File: config.mk
export PLATFORM = sky130hd
export DESIGN_NAME = swm_master
export DESIGN_NICKNAME = d
export VERILOG_FILES = /design/src/common/swm_pkg.sv /design/src/rtl/swm_sync.sv /design/src/rtl/swm_timer.sv /design/src/rtl/swm_master.sv
export SDC_FILE = /design/constraint.sdc
export NUM_CORES = 1
export LEC_CHECK = 0
export ABC_AREA = 1
export BUFFER_PORTS_ARGS = -buffer_cell sky130_fd_sc_hd__buf_2
export CORE_AREA = 2 2 81 83
export CTS_CLUSTER_SIZE = 14
export DETAILED_ROUTE_END_ITERATION = 10
export DIE_AREA = 0 0 83 85
export PLACE_DENSITY = 0.71
export SETUP_SLACK_MARGIN = 0.15
export SYNTH_ARGS = -nofsm -noshare
export SYNTH_HDL_FRONTEND = slang
export SYNTH_SLANG_ARGS = --single-unit
export TNS_END_PERCENT = 1
File: constraint.sdc
create_clock -name clock -period 4 [get_ports clock]
set_input_delay 0.4 -clock clock [delete_from_list [all_inputs] [get_ports clock]]
set_output_delay 0.4 -clock clock [all_outputs]
set_load 0.02 [all_outputs]
File: src/common/swm_pkg.sv
// ----------------------------------------------------------------
// Single-wire bus master constants
// ----------------------------------------------------------------
package swm_pkg;

  // Functional clock rate in cycles per microsecond
  localparam int CLK_MHZ = 25;
  localparam int CNT_W = 16;

  // ----------------------------------------------------------------
  // Pulse-width mode times, microseconds
  // ----------------------------------------------------------------
  localparam int BREAK_TIME_US = 200;
  localparam int BREAK_RECOVERY_TIME_US = 50;
  localparam int WRITE_BIT_WINDOW_US = 200;
  localparam int WRITE_ONE_LOW_TIME_US = 10;
  localparam int WRITE_ZERO_LOW_TIME_US = 110;
  localparam int SAMPLE_FIRST_US = 68;
  localparam int SAMPLE_SECOND_US = 180;
  // Slave response 320 us plus read window 250 us, with margin
  localparam int RESPONSE_TIMEOUT_US = 600;
  localparam int RELEASE_TIMEOUT_US = 1000;

  // ----------------------------------------------------------------
  // Reset/presence mode times, microseconds
  // ----------------------------------------------------------------
  localparam int BUS_RESET_LOW_TIME_US = 600;
  localparam int BUS_RESET_HIGH_TIME_US = 500;
  // Presence starts by 60 us and lasts at least 60 us
  localparam int PRESENCE_SAMPLE_US = 70;
  localparam int SLOT_TIME_US = 80;
  localparam int SLOT_ONE_LOW_TIME_US = 6;
  localparam int SLOT_ZERO_LOW_TIME_US = 70;
  localparam int SLOT_RECOVERY_TIME_US = 2;
  localparam int READ_STROBE_TIME_US = 1;
  // Just inside the 15 us read valid time
  localparam int SLOT_SAMPLE_US = 13;

  // ----------------------------------------------------------------
  // Cycle counts
  // ----------------------------------------------------------------
  localparam int BREAK_CYC = BREAK_TIME_US * CLK_MHZ;
  localparam int BREAK_RECOVERY_CYC = BREAK_RECOVERY_TIME_US * CLK_MHZ;
  localparam int WRITE_BIT_WINDOW_CYC = WRITE_BIT_WINDOW_US * CLK_MHZ;
  localparam int WRITE_ONE_LOW_CYC = WRITE_ONE_LOW_TIME_US * CLK_MHZ;
  localparam int WRITE_ZERO_LOW_CYC = WRITE_ZERO_LOW_TIME_US * CLK_MHZ;
  localparam int SAMPLE_FIRST_CYC = SAMPLE_FIRST_US * CLK_MHZ;
  localparam int SAMPLE_SECOND_CYC = SAMPLE_SECOND_US * CLK_MHZ;
  localparam int RESPONSE_TIMEOUT_CYC = RESPONSE_TIMEOUT_US * CLK_MHZ;
  localparam int RELEASE_TIMEOUT_CYC = RELEASE_TIMEOUT_US * CLK_MHZ;
  localparam int BUS_RESET_LOW_CYC = BUS_RESET_LOW_TIME_US * CLK_MHZ;
  localparam int BUS_RESET_HIGH_CYC = BUS_RESET_HIGH_TIME_US * CLK_MHZ;
  localparam int PRESENCE_SAMPLE_CYC = PRESENCE_SAMPLE_US * CLK_MHZ;
  localparam int SLOT_CYC = SLOT_TIME_US * CLK_MHZ;
  localparam int SLOT_ONE_LOW_CYC = SLOT_ONE_LOW_TIME_US * CLK_MHZ;
  localparam int SLOT_ZERO_LOW_CYC = SLOT_ZERO_LOW_TIME_US * CLK_MHZ;
  localparam int SLOT_RECOVERY_CYC = SLOT_RECOVERY_TIME_US * CLK_MHZ;
  localparam int READ_STROBE_CYC = READ_STROBE_TIME_US * CLK_MHZ;
  localparam int SLOT_SAMPLE_CYC = SLOT_SAMPLE_US * CLK_MHZ;

  // Reset values
  localparam logic LINE_IDLE = 1'h1;

  // Commands
  typedef enum logic [1:0] {
    SWM_CMD_INIT = 2'h0,
    SWM_CMD_WRITE = 2'h1,
    SWM_CMD_READ = 2'h2
  } swm_cmd_t;

endpackage

File: src/rtl/swm_sync.sv
`timescale 1ns/1ps
`default_nettype none
// ----------------------------------------------------------------
// Pin synchroniser with agreement filter
// ----------------------------------------------------------------
module swm_sync (
  input wire logic clock,
  input wire logic sys_rst,
  input wire logic pin_i,
  output logic level_q
);
  import swm_pkg::*;

  typedef struct packed {
    logic s1;
    logic s2;
    logic s3;
    logic lvl;
  } swm_sync_t;

  swm_sync_t q;
  swm_sync_t d;

  // Level moves only when the second and third stages agree
  always_comb begin
    d = q;
    d.s1 = pin_i;
    d.s2 = q.s1;
    d.s3 = q.s2;
    if (q.s2 == q.s3) begin
      d.lvl = q.s2;
    end
  end

  // Idle line reads high so reset cannot fake a falling edge
  always_ff @(posedge clock) begin
    if (sys_rst) begin
      q <= {LINE_IDLE, LINE_IDLE, LINE_IDLE, LINE_IDLE};
    end else begin
      q <= d;
    end
  end

  assign level_q = q.lvl;
endmodule
`default_nettype wire

File: src/rtl/swm_timer.sv
`timescale 1ns/1ps
`default_nettype none
// ----------------------------------------------------------------
// Elapsed-cycle counter
// ----------------------------------------------------------------
module swm_timer #(
  parameter int CNT_W = 16
) (
  input wire logic clock,
  input wire logic sys_rst,
  input wire logic clear,
  output logic [CNT_W-1:0] elapsed
);
  import swm_pkg::*;

  typedef struct packed {
    logic [CNT_W-1:0] cnt;
  } swm_timer_t;

  swm_timer_t q;
  swm_timer_t d;

  // Saturates so a stuck phase never wraps into a false match
  always_comb begin
    d = q;
    if (clear) begin
      d.cnt = '0;
    end else if (q.cnt != {CNT_W{1'b1}}) begin
      d.cnt = q.cnt + 1'b1;
    end
  end

  always_ff @(posedge clock) begin
    if (sys_rst) begin
      q <= '0;
    end else begin
      q <= d;
    end
  end

  assign elapsed = q.cnt;
endmodule
`default_nettype wire

File: src/rtl/swm_master.sv
// Function
// - Pulse-width read low at both samples is reported as slave break.
// - Pulse-width read low then high records a zero bit.
// - Pulse-width read high at both samples records a one bit.
// - Pulse-width read samples at 68 us and 180 us after falling edge.
// - Pulse-width transaction opens with a break low at least 190 us.
// - After break, line released high at least 40 us before first bit.
// - Pulse-width written bit window is at least 190 us edge to edge.
// - Pulse-width one is low 0.5 to 50 us, then released.
// - Pulse-width zero is low 86 to 145 us, then released.
// - Slot mode opens with reset pulse low 480 to 960 us.
// - After reset, line released at least 480 us watching presence.
// - Slot mode bit slots last 60 to 120 us.
// - Slot mode one is low 1 to 15 us at slot start.
// - Slot mode zero is low 60 to 120 us at slot start.
// - Zero low time stays strictly shorter than the slot length.
// - At least 1 us released recovery between consecutive slots.
// - Read slot starts with short low strobe of 1 to 15 us.
`timescale 1ns/1ps
`default_nettype none
module swm_master #(
  parameter int CNT_W = swm_pkg::CNT_W,
  parameter int BREAK_CYC = swm_pkg::BREAK_CYC,
  parameter int BREAK_RECOVERY_CYC = swm_pkg::BREAK_RECOVERY_CYC,
  parameter int WRITE_BIT_WINDOW_CYC = swm_pkg::WRITE_BIT_WINDOW_CYC,
  parameter int WRITE_ONE_LOW_CYC = swm_pkg::WRITE_ONE_LOW_CYC,
  parameter int WRITE_ZERO_LOW_CYC = swm_pkg::WRITE_ZERO_LOW_CYC,
  parameter int SAMPLE_FIRST_CYC = swm_pkg::SAMPLE_FIRST_CYC,
  parameter int SAMPLE_SECOND_CYC = swm_pkg::SAMPLE_SECOND_CYC,
  parameter int RESPONSE_TIMEOUT_CYC = swm_pkg::RESPONSE_TIMEOUT_CYC,
  parameter int RELEASE_TIMEOUT_CYC = swm_pkg::RELEASE_TIMEOUT_CYC,
  parameter int BUS_RESET_LOW_CYC = swm_pkg::BUS_RESET_LOW_CYC,
  parameter int BUS_RESET_HIGH_CYC = swm_pkg::BUS_RESET_HIGH_CYC,
  parameter int PRESENCE_SAMPLE_CYC = swm_pkg::PRESENCE_SAMPLE_CYC,
  parameter int SLOT_CYC = swm_pkg::SLOT_CYC,
  parameter int SLOT_ONE_LOW_CYC = swm_pkg::SLOT_ONE_LOW_CYC,
  parameter int SLOT_ZERO_LOW_CYC = swm_pkg::SLOT_ZERO_LOW_CYC,
  parameter int SLOT_RECOVERY_CYC = swm_pkg::SLOT_RECOVERY_CYC,
  parameter int READ_STROBE_CYC = swm_pkg::READ_STROBE_CYC,
  parameter int SLOT_SAMPLE_CYC = swm_pkg::SLOT_SAMPLE_CYC
) (
  input wire logic clock,
  input wire logic sys_rst,
  input wire logic mode_slot,
  input wire logic cmd_valid,
  input wire swm_pkg::swm_cmd_t cmd_kind,
  input wire logic cmd_wbit,
  output logic cmd_ready,
  input wire logic line_i,
  output logic line_o,
  output logic line_oe,
  output logic busy,
  output logic rsp_valid,
  output logic rsp_bit,
  output logic rsp_break,
  output logic rsp_presence,
  output logic rsp_error
);
  import swm_pkg::*;

  // ----------------------------------------------------------------
  // Elaboration checks
  // ----------------------------------------------------------------
  localparam int CNT_MAX = (1 << CNT_W) - 1;

  if (SLOT_ZERO_LOW_CYC >= SLOT_CYC) begin : g_bad_zero
    $error("zero low time must be shorter than the slot");
  end
  if (SLOT_ONE_LOW_CYC >= SLOT_CYC || READ_STROBE_CYC >= SLOT_SAMPLE_CYC) begin : g_bad_slot
    $error("one low time and strobe must end inside the slot");
  end
  if (SLOT_SAMPLE_CYC >= SLOT_CYC) begin : g_bad_ssamp
    $error("slot sample point must fall inside the slot");
  end
  if (WRITE_ZERO_LOW_CYC >= WRITE_BIT_WINDOW_CYC || WRITE_ONE_LOW_CYC < 1) begin : g_bad_pw
    $error("pulse-width low times must end inside the window");
  end
  if (SAMPLE_FIRST_CYC >= SAMPLE_SECOND_CYC) begin : g_bad_samp
    $error("first sample must come before the second");
  end
  if (PRESENCE_SAMPLE_CYC >= BUS_RESET_HIGH_CYC || SLOT_RECOVERY_CYC < 1) begin : g_bad_pres
    $error("presence sample must fall inside the reset high time");
  end
  if (BUS_RESET_LOW_CYC + BUS_RESET_HIGH_CYC > CNT_MAX ||
      BREAK_CYC + BREAK_RECOVERY_CYC > CNT_MAX ||
      RESPONSE_TIMEOUT_CYC > CNT_MAX || RELEASE_TIMEOUT_CYC > CNT_MAX) begin : g_bad_width
    $error("counter too narrow for the programmed times");
  end

  // ----------------------------------------------------------------
  // State
  // ----------------------------------------------------------------
  typedef enum logic [6:0] {
    ST_IDLE = 7'h01,
    ST_LOW = 7'h02,
    ST_HIGH = 7'h04,
    ST_REC = 7'h08,
    ST_WAIT_EDGE = 7'h10,
    ST_SAMPLE = 7'h20,
    ST_WAIT_HIGH = 7'h40
  } swm_state_t;

  typedef struct packed {
    swm_state_t st;
    swm_cmd_t kind;
    logic wbit;
    logic slot;
    logic first;
    logic line_o;
    logic line_oe;
    logic cmd_ready;
    logic busy;
    logic rsp_valid;
    logic rsp_bit;
    logic rsp_break;
    logic rsp_presence;
    logic rsp_error;
  } swm_master_t;

  swm_master_t q;
  swm_master_t d;
  logic clr;
  logic line_s;
  logic [CNT_W-1:0] el;

  // ----------------------------------------------------------------
  // Helpers
  // ----------------------------------------------------------------
  // True in the last cycle of a phase of n cycles
  function automatic logic reached(input logic [CNT_W-1:0] e, input int n);
    return int'(e) >= n - 1;
  endfunction

  // True in exactly one cycle, n cycles after the phase began
  function automatic logic at_cyc(input logic [CNT_W-1:0] e, input int n);
    return int'(e) == n;
  endfunction

  // Length of the driven-low part of a frame
  function automatic int low_len(input logic slot, input swm_cmd_t k, input logic b);
    int r;
    r = 0;
    if (slot) begin
      case (k)
        SWM_CMD_INIT: r = BUS_RESET_LOW_CYC;
        SWM_CMD_READ: r = READ_STROBE_CYC;
        default: r = b ? SLOT_ONE_LOW_CYC : SLOT_ZERO_LOW_CYC;
      endcase
    end else begin
      case (k)
        SWM_CMD_INIT: r = BREAK_CYC;
        default: r = b ? WRITE_ONE_LOW_CYC : WRITE_ZERO_LOW_CYC;
      endcase
    end
    return r;
  endfunction

  // Total frame length from the falling edge
  function automatic int frame_len(input logic slot, input swm_cmd_t k);
    int r;
    r = 0;
    if (slot) begin
      r = (k == SWM_CMD_INIT) ? BUS_RESET_LOW_CYC + BUS_RESET_HIGH_CYC : SLOT_CYC;
    end else begin
      r = (k == SWM_CMD_INIT) ? BREAK_CYC + BREAK_RECOVERY_CYC : WRITE_BIT_WINDOW_CYC;
    end
    return r;
  endfunction

  // ----------------------------------------------------------------
  // Submodules
  // ----------------------------------------------------------------
  swm_sync u_sync (
    .clock(clock),
    .sys_rst(sys_rst),
    .pin_i(line_i),
    .level_q(line_s)
  );

  swm_timer #(
    .CNT_W(CNT_W)
  ) u_timer (
    .clock(clock),
    .sys_rst(sys_rst),
    .clear(clr),
    .elapsed(el)
  );

  // ----------------------------------------------------------------
  // Sequencer
  // ----------------------------------------------------------------
  // One frame per command; the mode is latched so a change mid-frame is harmless
  always_comb begin
    d = q;
    clr = 1'b0;
    d.rsp_valid = 1'b0;
    d.line_o = 1'b0;
    case (q.st)
      ST_IDLE: begin
        d.line_oe = 1'b0;
        d.cmd_ready = 1'b1;
        if (cmd_valid && q.cmd_ready) begin
          d.kind = cmd_kind;
          d.wbit = cmd_wbit;
          d.slot = mode_slot;
          d.cmd_ready = 1'b0;
          d.busy = 1'b1;
          d.rsp_bit = 1'b0;
          d.rsp_break = 1'b0;
          d.rsp_presence = 1'b0;
          d.rsp_error = 1'b0;
          clr = 1'b1;
          if (cmd_kind == SWM_CMD_READ && !mode_slot) begin
            d.st = ST_WAIT_EDGE;
          end else begin
            d.st = ST_LOW;
            d.line_oe = 1'b1;
          end
        end
      end
      ST_LOW: begin
        if (reached(el, low_len(q.slot, q.kind, q.wbit))) begin
          d.line_oe = 1'b0;
          d.st = ST_HIGH;
        end
      end
      ST_HIGH: begin
        if (q.slot && q.kind == SWM_CMD_READ && at_cyc(el, SLOT_SAMPLE_CYC)) begin
          d.rsp_bit = line_s;
        end
        if (q.slot && q.kind == SWM_CMD_INIT &&
            at_cyc(el, BUS_RESET_LOW_CYC + PRESENCE_SAMPLE_CYC)) begin
          d.rsp_presence = !line_s;
        end
        if (reached(el, frame_len(q.slot, q.kind))) begin
          clr = 1'b1;
          if (q.slot && q.kind != SWM_CMD_INIT) begin
            d.st = ST_REC;
          end else begin
            d.st = ST_IDLE;
            d.busy = 1'b0;
            d.cmd_ready = 1'b1;
            d.rsp_valid = 1'b1;
          end
        end
      end
      ST_REC: begin
        if (reached(el, SLOT_RECOVERY_CYC)) begin
          d.st = ST_IDLE;
          d.busy = 1'b0;
          d.cmd_ready = 1'b1;
          d.rsp_valid = 1'b1;
        end
      end
      ST_WAIT_EDGE: begin
        if (!line_s) begin
          clr = 1'b1;
          d.st = ST_SAMPLE;
        end else if (reached(el, RESPONSE_TIMEOUT_CYC)) begin
          // Silent slave: report rather than hang
          d.rsp_error = 1'b1;
          d.st = ST_IDLE;
          d.busy = 1'b0;
          d.cmd_ready = 1'b1;
          d.rsp_valid = 1'b1;
        end
      end
      ST_SAMPLE: begin
        if (at_cyc(el, SAMPLE_FIRST_CYC)) begin
          d.first = line_s;
        end
        if (at_cyc(el, SAMPLE_SECOND_CYC)) begin
          clr = 1'b1;
          d.st = ST_WAIT_HIGH;
          case ({q.first, line_s})
            2'h0: d.rsp_break = 1'b1;
            2'h1: d.rsp_bit = 1'b0;
            2'h3: d.rsp_bit = 1'b1;
            default: d.rsp_error = 1'b1;
          endcase
        end
      end
      ST_WAIT_HIGH: begin
        // A slave break may still hold the line; wait it out
        if (line_s || reached(el, RELEASE_TIMEOUT_CYC)) begin
          d.rsp_error = q.rsp_error | !line_s;
          d.st = ST_IDLE;
          d.busy = 1'b0;
          d.cmd_ready = 1'b1;
          d.rsp_valid = 1'b1;
        end
      end
      default: begin
        d.st = ST_IDLE;
        d.line_oe = 1'b0;
        d.busy = 1'b0;
      end
    endcase
  end

  // State register; pin released during reset
  always_ff @(posedge clock) begin
    if (sys_rst) begin
      q <= '{st: ST_IDLE, kind: SWM_CMD_INIT, default: 1'b0};
    end else begin
      q <= d;
    end
  end

  // ----------------------------------------------------------------
  // Outputs
  // ----------------------------------------------------------------
  assign cmd_ready = q.cmd_ready;
  assign line_o = q.line_o;
  assign line_oe = q.line_oe;
  assign busy = q.busy;
  assign rsp_valid = q.rsp_valid;
  assign rsp_bit = q.rsp_bit;
  assign rsp_break = q.rsp_break;
  assign rsp_presence = q.rsp_presence;
  assign rsp_error = q.rsp_error;
endmodule
`default_nettype wire

==> flow_metrics.py, run 1 <==
metrics = {
    "final_layout": {
        "drive_gt1_share_pct": 9.59,
        "areaGrowthSynthToFinish_pct": 6.36,
        "n_fill_cell": 616,
        "fin_nets": 578,
        "antennaDiodeCount": 0,
        "fin_area_um2": 3520,
    },
    "logic_synthesis": {
        "synth_cell_types": 34,
        "synth.top_cells.by_count": "nand2_1, inv_1, nor2_1",
        "yosysTopAreaCell": "dfxtp_1",
        "ys_top_cells_by_area": "dfxtp_1, ha_1, nand2_1",
        "async_reset_ff_share_pct": 0,
        "yosysMostFrequentCell": "nand2_1",
        "synth_area_um2": 3310,
        "ys_seq_area_share_pct": 24.2,
        "synth_top_area_share_pct": 24.2,
        "avgSynthCellArea_um2": 6.43,
        "yosysWarnings": 0,
        "synth-seq-cells": 40,
        "synth_top_flop_cell": "dfxtp_1",
        "synth_edf_count": 0,
        "synth_cells": 514,
    },
    "drt": {
        "drcViolationCount": 0,
        "drt-total-wl_mm": 8.08,
        "drt_pre_antenna_iters": 5,
        "vias_per_cell": 5.37,
        "drt-wirelength-per-cell_um": 13.3,
        "vias": 3270,
        "ant_nets": 0,
        "drt_iter0_markers": 241,
    },
    "clock_network": {
        "cts_max_path_buffers": 2,
        "worst_skew_pair.late_latency_ns": 0.31,
        "clkTransAtPathRegs_ns": 0.08,
        "htreeDepth": 2,
        "numCtsBuffers": 5,
        "postCtsSetupRepairBufs": 0,
        "postCtsHoldBufs": 0,
        "cts-root-buf": "clkbuf_8",
        "ctsResizeCount": 0,
        "clock-sinks": 40,
        "cts_tree": "yes",
    },
    "floorplanning": {
        "rows": 29,
        "die_w_um": 83,
        "die_area_um2": 7060,
        "io-pin-count": 17,
        "die_y_um": 85,
        "core_area_um2": 6200,
        "initial_core_util_pct": 53.3,
    },
    "timing": {
        "fmax_ghz": 0.338,
        "fin_crit_sh_pct": 73.9,
        "hold_ws_ns": 0.273,
        "finalHoldViolations": 0,
        "tightest_slew_ns": 0.505,
        "rsz0062_at_grt": "false",
        "drv_slew": 0,
        "setup_viol": 0,
        "finClkSkew_ns": 0.0130,
        "slew_headroom_pct": 65.9,
        "period_needed_ns": 2.96,
        "tns_ns": 0,
    },
    "hold_path": {
        "worstHoldPathType": "primary input to register",
    },
    "place": {
        "dpl_cell_area_um2": 3440,
        "post-dp-hpwl_mm": 6.31,
        "gp_congestion": 0.921,
        "port_buffers": 15,
    },
    "setup_path": {
        "required_ns": 4.22,
        "startpoint_type": "register",
        "endpoint_kind": "register",
        "arrival_ns": 3.18,
        "crit_type": "register to register",
        "cp_max_fo": 16,
    },
    "global_route": {
        "grt_start_max_net_pins": 17,
        "grt_first_pass_wirelength_mm": 13.4,
        "grt-ovfl-total": 0,
        "gr-usage-all-layers_pct": 23.2,
        "grt_pass1_vias": 2899,
        "antenna_found_initial": 0,
    },
    "run_status": {
        "status": "finished clean",
    },
    "power_and_ir_drop": {
        "power_density_nw_per_um2": 464,
        "power.leakage_uw": 0.00178,
        "peakVddDrop_v": 0.000390,
    },
    "job": {
        "max_cap_viol_count": 0,
    },
}
==> power breakdown <==
part	switching, uW	internal, uW	leakage, uW
combinational	548	290	0.00142
clock	160	118	0.0000400
sequential	50.6	466	0.000326
==> routing by layer <==
layer  vias up  track usage (%)  part of all wire (%)
li1       1690                -                     -
met5         -                0                     0
met1      1482             33.4                    50
met4         0             6.11                   1.5
met3        12             3.40                   5.3
met2        86             36.7                    43
==> cells in the final DEF, fill, tap and decap left out, types with 4 or more instances in the layout <==
| master | instances |
|---|---|
| a21oi_1 | 34 |
| a31oi_1 | 6 |
| buf_2 | 15 |
| clkbuf_8 | 5 |
| conb_1 | 5 |
| dfxtp_1 | 40 |
| ha_1 | 38 |
| inv_1 | 76 |
| nand2_1 | 116 |
| nand2_2 | 5 |
| nand3_1 | 39 |
| nand3_2 | 5 |
| nand4_1 | 9 |
| nor2_1 | 71 |
| nor2_2 | 6 |
| nor3_1 | 12 |
| o21ai_0 | 21 |
| or2_2 | 4 |
| xor2_1 | 7 |
==> per-stage QoR <==
| stage | setup slack (ns) | power [uW] | util (%) | std cells |
|---|---|---|---|---|
| detailed placement | 1.06 | 1350 | 55.4 | 602 |
| finish | 1.04 | 1630 | 56.7 | 609 |
| global placement | 1.20 | 1320 | 55.4 | 602 |
| global route | 0.725 | 1770 | 56.7 | 609 |
| floorplan | 1.54 | 1200 | - | 517 |
| CTS | 1.05 | 1620 | 56.7 | 609 |
==> logic make-up after synthesis <==
logic type      share of synthesized area (%)
flops                                    24.2
fa+ha+maj                                14.4
other cells                             0.227
simple gates                             38.2
compound gates                           10.7
buf+inv                                  10.5
xor+xnor                                 1.85
==> layout make-up <==
class,count,area [um2],share of cell area (%)
clock inverters,2,12.5,0.356
repair buffers,15,75.1,2.13
inverters,78,293,8.32
clock buffers,5,68.8,1.96
well taps,77,96.3,2.74
flip-flops and latches,40,801,22.8
multi-input cells,392,2170,61.7
==> flip-flops by register name (all words and copies together) (netlist names) <==
name / count
busy: 1
cmd_ready: 1
line_oe: 1
q: 12
rsp_bit: 1
rsp_break: 1
rsp_error: 1
rsp_presence: 1
rsp_valid: 1
u_sync.d: 2
u_sync.level_q: 1
u_sync.q: 1
u_timer.elapsed: 16
==> final timing paths <==
kind | depth (start not counted) | to | slack [ns] | start
setup / recovery | 13 | u_timer.elapsed[8]$_SDFFE_PP0P_ | 1.04 | q[12]$_SDFFE_PP0P_
hold / removal | 2 | u_sync.d[2]$_SDFF_PP1_ | 0.27 | line_i
setup reg to reg | 13 | u_timer.elapsed[8]$_SDFFE_PP0P_ | 1.04 | q[12]$_SDFFE_PP0P_
hold reg to reg | 1 | u_sync.d[1]$_SDFF_PP1_ | 0.43 | u_sync.d[2]$_SDFF_PP1_
==> critical path, cell delays in order, from the launching register on <==
cell,delay [ns]
dfxtp_1,0.35
nor2_2,0.34
inv_1,0.15
nor2_1,0.36
inv_1,0.09
ha_1,0.28
ha_1,0.27
nand3_1,0.08
nand3_1,0.07
nand3_1,0.09
nand2_1,0.07
a21oi_1,0.15
nand3_2,0.31
a31oi_1,0.25
Power figures use the tool's default switching activity.
==> run 2: changes to the inputs <==
--- a/config.mk
+++ b/config.mk
@@ -11,7 +11,7 @@
 export CTS_CLUSTER_SIZE = 14
 export DETAILED_ROUTE_END_ITERATION = 10
 export DIE_AREA = 0 0 83 85
-export PLACE_DENSITY = 0.71
+export PLACE_DENSITY = 0.74
 export SETUP_SLACK_MARGIN = 0.15
 export SYNTH_ARGS = -nofsm -noshare
 export SYNTH_HDL_FRONTEND = slang
==> constraint.sdc (replaced) <==
create_clock -name clock -period 2.7 [get_ports clock]
set_input_delay 0.27 -clock clock [delete_from_list [all_inputs] [get_ports clock]]
set_output_delay 0.27 -clock clock [all_outputs]
set_load 0.02 [all_outputs]
==> run 2 against run 1 <==
Effect of this change: total power grew 52%; worst setup slack lost 0.69 ns; sequential power grew 50%; largest cell class unchanged; global-route usage grew 0.85 points; critical path type unchanged; critical path depth grew 8; clock skew shrank 0.0070 ns; register-to-register slack lost 0.69 ns; sequential cell count is the same; clock power grew 49%; critical endpoint is now line_oe$_SDFFE_PP0P_; design area grew 2.9%; via count grew 4.3%; die area is the same.
==> flow_metrics.py, run 2 (synthesis results as in run 1) <==
metrics = {
    "timing": {
        "tns_ns": 0,
        "drv_slew": 0,
        "finClkSkew_ns": 0.00602,
        "fin_ws_ns": 0.354,
        "fin_crit_sh_pct": 86.9,
        "slew_headroom_pct": 53.7,
        "period_needed_ns": 2.35,
        "finalHoldViolations": 0,
        "fmax_ghz": 0.426,
        "setup_viol": 0,
        "rsz0062_at_grt": "true",
        "tightest_slew_ns": 0.693,
    },
    "final_layout": {
        "layout_common_cells": "nand2_1, inv_1, nor2_1",
        "drive_gt1_share_pct": 12.8,
        "post-route-util_pct": 58.3,
        "final_common_cell": "nand2_1",
        "fin_nets": 583,
        "areaGrowthSynthToFinish_pct": 9.42,
        "n_fill_cell": 622,
        "antennaDiodeCount": 0,
        "largest_reg_flops": 16,
    },
    "clock_network": {
        "cts_tree": "yes",
        "numCtsBuffers": 5,
        "clock-sinks": 40,
        "worst_skew_pair.late_latency_ns": 0.30,
        "cts_max_path_buffers": 2,
        "htreeDepth": 2,
        "postCtsHoldBufs": 0,
        "clkTransAtPathRegs_ns": 0.08,
        "cts-root-buf": "clkbuf_8",
    },
    "setup_path": {
        "worst-path-stages": 21,
        "cpMostUsedCell": "nand2_1",
        "required_ns": 2.90,
        "crit_type": "register to register",
        "cp_num_buf_inv": 3,
        "arrival_ns": 2.55,
        "regToRegSetupSlack_ns": 0.35,
        "path_delay_family": "simple AND/OR/NAND/NOR gates",
        "critPathSlowestCell": "dfxtp_4",
        "reg2reg_depth": 21,
        "r2r-end": "line_oe$_SDFFE_PP0P_",
        "cp_max_fo": 7,
        "endpoint_kind": "register",
        "crit_start": "q[10]$_SDFFE_PP0P_",
        "cp-endpoint": "line_oe$_SDFFE_PP0P_",
        "crit_path_max_incr_delay_ns": 0.39,
        "startpoint_type": "register",
        "r2r-start": "q[10]$_SDFFE_PP0P_",
        "path_cells": "inv_2 > nor2_2 > inv_1 > nand2_1 > ha_1 > xor2_1 > ha_1 > nand2_1 > inv_1 > nand2_1 > nand2_1 > nand2_1 > nand2_1 > nand2_1 > nand2_1 > nand2_1 > nand3_2 > nand3_1 > nand2_1 > nand2_1 > nor2_1",
    },
    "drt": {
        "drt_iter0_markers": 240,
        "drcViolationCount": 0,
        "vias": 3409,
        "drt-wirelength-per-cell_um": 13.8,
        "drt-total-wl_mm": 8.49,
        "drt_pre_antenna_iters": 5,
        "vias_per_cell": 5.54,
        "ant_nets": 0,
    },
    "global_route": {
        "antenna_found_initial": 0,
        "grt_first_pass_wirelength_mm": 13.9,
        "grt-ovfl-total": 0,
        "grt_pass1_vias": 3100,
        "grt_start_max_net_pins": 17,
        "gr-usage-all-layers_pct": 24.1,
    },
    "power_and_ir_drop": {
        "peakVddDrop_v": 0.000495,
        "power_density_nw_per_um2": 684,
        "power.leakage_uw": 0.00182,
        "power_uw": 2480,
    },
    "place": {
        "gp_congestion": 0.904,
        "post-dp-hpwl_mm": 6.48,
        "place_ws_ns": 0.103,
        "port_buffers": 15,
    },
    "floorplanning": {
        "initial_core_util_pct": 53.3,
        "rows": 29,
        "die_y_um": 85,
        "io-pin-count": 17,
        "die_w_um": 83,
        "die_area_um2": 7060,
        "core_area_um2": 6200,
    },
    "job": {
        "max_cap_viol_count": 0,
    },
    "run_status": {
        "status": "finished clean",
    },
    "hold_path": {
        "worstHoldPathType": "primary input to register",
    },
}
==> run 2: worst min-delay path by stage <==
| stage | to | start | depth (start not counted) |
|---|---|---|---|
| CTS | u_sync.d[2]$_SDFF_PP1_ | line_i | 2 |
| global route | u_sync.d[2]$_SDFF_PP1_ | line_i | 2 |
| finish | u_sync.d[2]$_SDFF_PP1_ | line_i | 2 |
| floorplan | u_sync.d[2]$_SDFF_PP1_ | line_i | 1 |
| detailed placement | u_sync.d[1]$_SDFF_PP1_ | u_sync.d[2]$_SDFF_PP1_ | 1 |
| global placement | u_sync.d[1]$_SDFF_PP1_ | u_sync.d[2]$_SDFF_PP1_ | 1 |
==> run 2: power breakdown <==
| part | total [uW] | switching [uW] | leakage, uW | internal [uW] |
|---|---|---|---|---|
| Combinational | 1290 | 837 | 0.00145 | 453 |
| Sequential | 773 | 80.9 | 0.000327 | 692 |
| Clock | 414 | 233 | 0.0000479 | 180 |
| Total | 2480 | 1150 | 0.00182 | 1320 |
==> run 2: stage by stage <==
stage | cells | hold slack [ns] | instance area [um2]
floorplan | 517 | 0.374 | 3320
global placement | 605 | 0.395 | 3460
finish | 615 | 0.143 | 3620
detailed placement | 605 | 0.399 | 3460
global route | 615 | 0.136 | 3620
CTS | 613 | 0.138 | 3550
==> run 2: repair_timing <==
action,4_1_cts,5_1_grt
endpoints found under the setup margin,10,24
gates cloned,0,1
setup buffers,0,1
pin swaps,0,2
gates resized for setup,1,16
==> run 2: layer usage <==
layer / global-route usage [%] / vias up / share of wire [%]
li1: - / 1699 / -
met1: 32.2 / 1522 / 44
met2: 40.0 / 175 / 45
met3: 3.99 / 13 / 9.4
met4: 7.60 / 0 / 1.4
met5: 0 / - / 0
==> run 2: area by class of cell <==
type | count | area, um2 | area share [%]
inverter | 78 | 293 | 8.09
clock buffer | 5 | 68.8 | 1.90
timing repair buffer | 19 | 105 | 2.90
sequential | 40 | 807 | 22.3
multi-input combinational | 393 | 2230 | 61.6
tap | 77 | 96.3 | 2.66
clock inverter | 3 | 18.8 | 0.519
==> run 2: worst reg2reg max path: cells and delay by family, from the launching register on <==
family                     cells  cell delay, ns
buffers and inverters          3            0.24
adders and majority gates      2            0.48
xor gates and xnor gates       1            0.16
and+or+nand+nor               15            0.96
DFF                            1            0.39
==> run 3: changes to the inputs <==
--- a/config.mk
+++ b/config.mk
@@ -8,6 +8,7 @@
 export ABC_AREA = 1
 export BUFFER_PORTS_ARGS = -buffer_cell sky130_fd_sc_hd__buf_2
 export CORE_AREA = 2 2 81 83
+export CTS_BUF_LIST = sky130_fd_sc_hd__clkbuf_4
 export CTS_CLUSTER_SIZE = 14
 export DETAILED_ROUTE_END_ITERATION = 10
 export DIE_AREA = 0 0 83 85
@@ -16,4 +17,4 @@
 export SYNTH_ARGS = -nofsm -noshare
 export SYNTH_HDL_FRONTEND = slang
 export SYNTH_SLANG_ARGS = --single-unit
-export TNS_END_PERCENT = 1
+export TNS_END_PERCENT = 5
==> run 3 against run 2 <==
Effect of this change: non-clock buffer count increased by 1; sequential share of layout area rose by 0.15 points; sequential cell count unchanged; register-to-register slack barely moved; die area stayed put; sequential power is 0.9% lower; worst hold slack got worse by 0.076 ns.
==> flow_metrics.py, run 3 (synthesis results as in run 1) <==
metrics = {
    "run_status": {
        "status": "finished clean",
    },
    "final_layout": {
        "n_fill_cell": 622,
        "fin_nets": 584,
        "multiInputGateArea_um2": 2230,
        "areaGrowthSynthToFinish_pct": 8.70,
        "final_common_cell": "nand2_1",
        "seq_area_um2": 807,
        "drive_gt1_share_pct": 13.0,
        "layout_common_cells": "nand2_1, inv_1, nor2_1",
        "fin_area_um2": 3590,
        "fin_cells": 616,
        "antennaDiodeCount": 0,
        "largest_reg_flops": 16,
    },
    "setup_path": {
        "endpoint_kind": "register",
        "cpMostUsedCell": "nand3_1",
        "arrival_ns": 2.65,
        "reg2reg_depth": 13,
        "startpoint_type": "register",
        "critPathSlowestCell": "dfxtp_2",
        "crit_type": "register to register",
        "required_ns": 3.00,
        "path_cells": "nor2_4 > inv_2 > nor2_2 > inv_1 > ha_1 > ha_1 > nand3_1 > nand3_1 > nand3_1 > nand2_2 > a21oi_4 > nand3_4 > a31oi_1",
        "r2r-start": "q[13]$_SDFFE_PP0P_",
        "cp_max_fo": 8,
        "regToRegSetupSlack_ns": 0.35,
        "r2r-end": "u_timer.elapsed[7]$_SDFFE_PP0P_",
        "crit_path_max_incr_delay_ns": 0.37,
    },
    "hold_path": {
        "worstHoldPathType": "primary input to register",
        "min-delay-start": "line_i",
        "worstHoldEndpoint": "u_sync.d[2]$_SDFF_PP1_",
        "hold_depth": 2,
    },
    "drt": {
        "vias_per_cell": 5.55,
        "vias": 3420,
        "drt-wirelength-per-cell_um": 13.7,
        "drt_iter0_markers": 237,
        "drt-total-wl_mm": 8.41,
        "ant_nets": 0,
        "drcViolationCount": 0,
        "drt_pre_antenna_iters": 5,
    },
    "timing": {
        "fmax_ghz": 0.425,
        "finalHoldViolations": 0,
        "drv_slew": 0,
        "setup_viol": 0,
        "rsz0062_at_grt": "true",
        "tns_ns": 0,
        "fin_crit_sh_pct": 87.1,
        "period_needed_ns": 2.35,
        "tightest_slew_ns": 0.669,
        "slew_headroom_pct": 55.4,
        "finClkSkew_ns": 0.0137,
    },
    "floorplanning": {
        "die_area_um2": 7060,
        "core_area_um2": 6200,
        "initial_core_util_pct": 53.3,
        "die_y_um": 85,
        "die_w_um": 83,
        "rows": 29,
        "io-pin-count": 17,
    },
    "power_and_ir_drop": {
        "power_density_nw_per_um2": 664,
        "power.leakage_uw": 0.00181,
        "peakVddDrop_v": 0.000485,
    },
    "place": {
        "dpl_cell_area_um2": 3460,
        "port_buffers": 15,
        "post-dp-hpwl_mm": 6.48,
        "post-place-cells": 605,
        "gp_congestion": 0.904,
    },
    "global_route": {
        "grt_start_max_net_pins": 17,
        "grt_first_pass_wirelength_mm": 13.9,
        "gr-usage-all-layers_pct": 24.0,
        "grt-ovfl-total": 0,
        "antenna_found_initial": 0,
        "grt_pass1_vias": 3079,
    },
    "clock_network": {
        "postCtsHoldBufs": 0,
        "worst_skew_pair.late_latency_ns": 0.37,
        "clock-sinks": 40,
        "numCtsBuffers": 5,
        "cts-root-buf": "clkbuf_4",
        "cts_tree": "yes",
        "cts_max_path_buffers": 2,
        "clkTransAtPathRegs_ns": 0.14,
        "htreeDepth": 2,
    },
    "job": {
        "max_cap_viol_count": 0,
    },
}
[run 3: cell types whose count changed in the layout (fill, tap and decap cells not counted)]
cell	before	now
clkbuf_8	5	0
clkbuf_4	0	5
buf_4	4	5
[run 3: how the worst max path moves through the flow]
stage,depth (start not counted),to,startpoint
finish,13,u_timer.elapsed[7]$_SDFFE_PP0P_,q[13]$_SDFFE_PP0P_
global route,20,q[20]$_SDFFE_PP0P_,q[10]$_SDFFE_PP0P_
CTS,13,u_timer.elapsed[7]$_SDFFE_PP0P_,q[12]$_SDFFE_PP0P_
detailed placement,20,line_oe$_SDFFE_PP0P_,q[10]$_SDFFE_PP0P_
global placement,20,line_oe$_SDFFE_PP0P_,q[10]$_SDFFE_PP0P_
floorplan,14,u_timer.elapsed[15]$_SDFFE_PP0P_,q[12]$_SDFFE_PP0P_
[run 3: critical path, delay by kind of cell (launching register included)]
| family | cells | cell delay (ns) |
|---|---|---|
| simple gates | 7 | 0.80 |
| fa+ha+maj | 2 | 0.56 |
| compound gates | 2 | 0.42 |
| flops | 1 | 0.37 |
| buf+inv | 2 | 0.13 |
[run 3: per-stage QoR]
step | setup slack, ns | util [%] | power (uW) | hold WS (ns)
4_1_cts | 0.0955 | 56.7 | 2350 | 0.0695
2_1_floorplan | 0.237 | - | 1770 | 0.374
6_report | 0.347 | 57.9 | 2390 | 0.0666
3_3_place_gp | 0.161 | 55.7 | 1970 | 0.395
3_5_place_dp | 0.103 | 55.7 | 2020 | 0.399
5_1_grt | 0.138 | 57.9 | 2610 | 0.0520
[run 3: routing by layer]
| metal | wire [um] | up-vias | GRT usage (%) |
|---|---|---|---|
| met5 | 0 | - | 0 |
| met4 | 125 | 0 | 6.56 |
| met3 | 594 | 14 | 4.47 |
| met2 | 3850 | 126 | 39.7 |
| met1 | 3850 | 1577 | 32.2 |
| li1 | - | 1703 | - |
[run 3: power by group]
part           switching, uW  internal (uW)
combinational            840            455
clock                    225            100
sequential              74.4            692
total                   1140           1250
[run 3: final cells by class]
class / count / share of cell area [%]
Timing Repair Buffer: 20 / 3.13
Clock buffer: 5 / 1.04
Tap cell: 77 / 2.68
Inverter: 78 / 8.14
Multi-Input combinational cell: 393 / 62.0
Sequential cell: 40 / 22.5
Clock inverter: 3 / 0.522
[run 3: repair_timing]
action                                  CTS  global route
endpoints found under the hold margin     0             0
gates resized for setup                   1            16
gates cloned                              0             1
endpoints found under the setup margin   12            24
setup buffers                             0             2
pin swaps                                 0             3
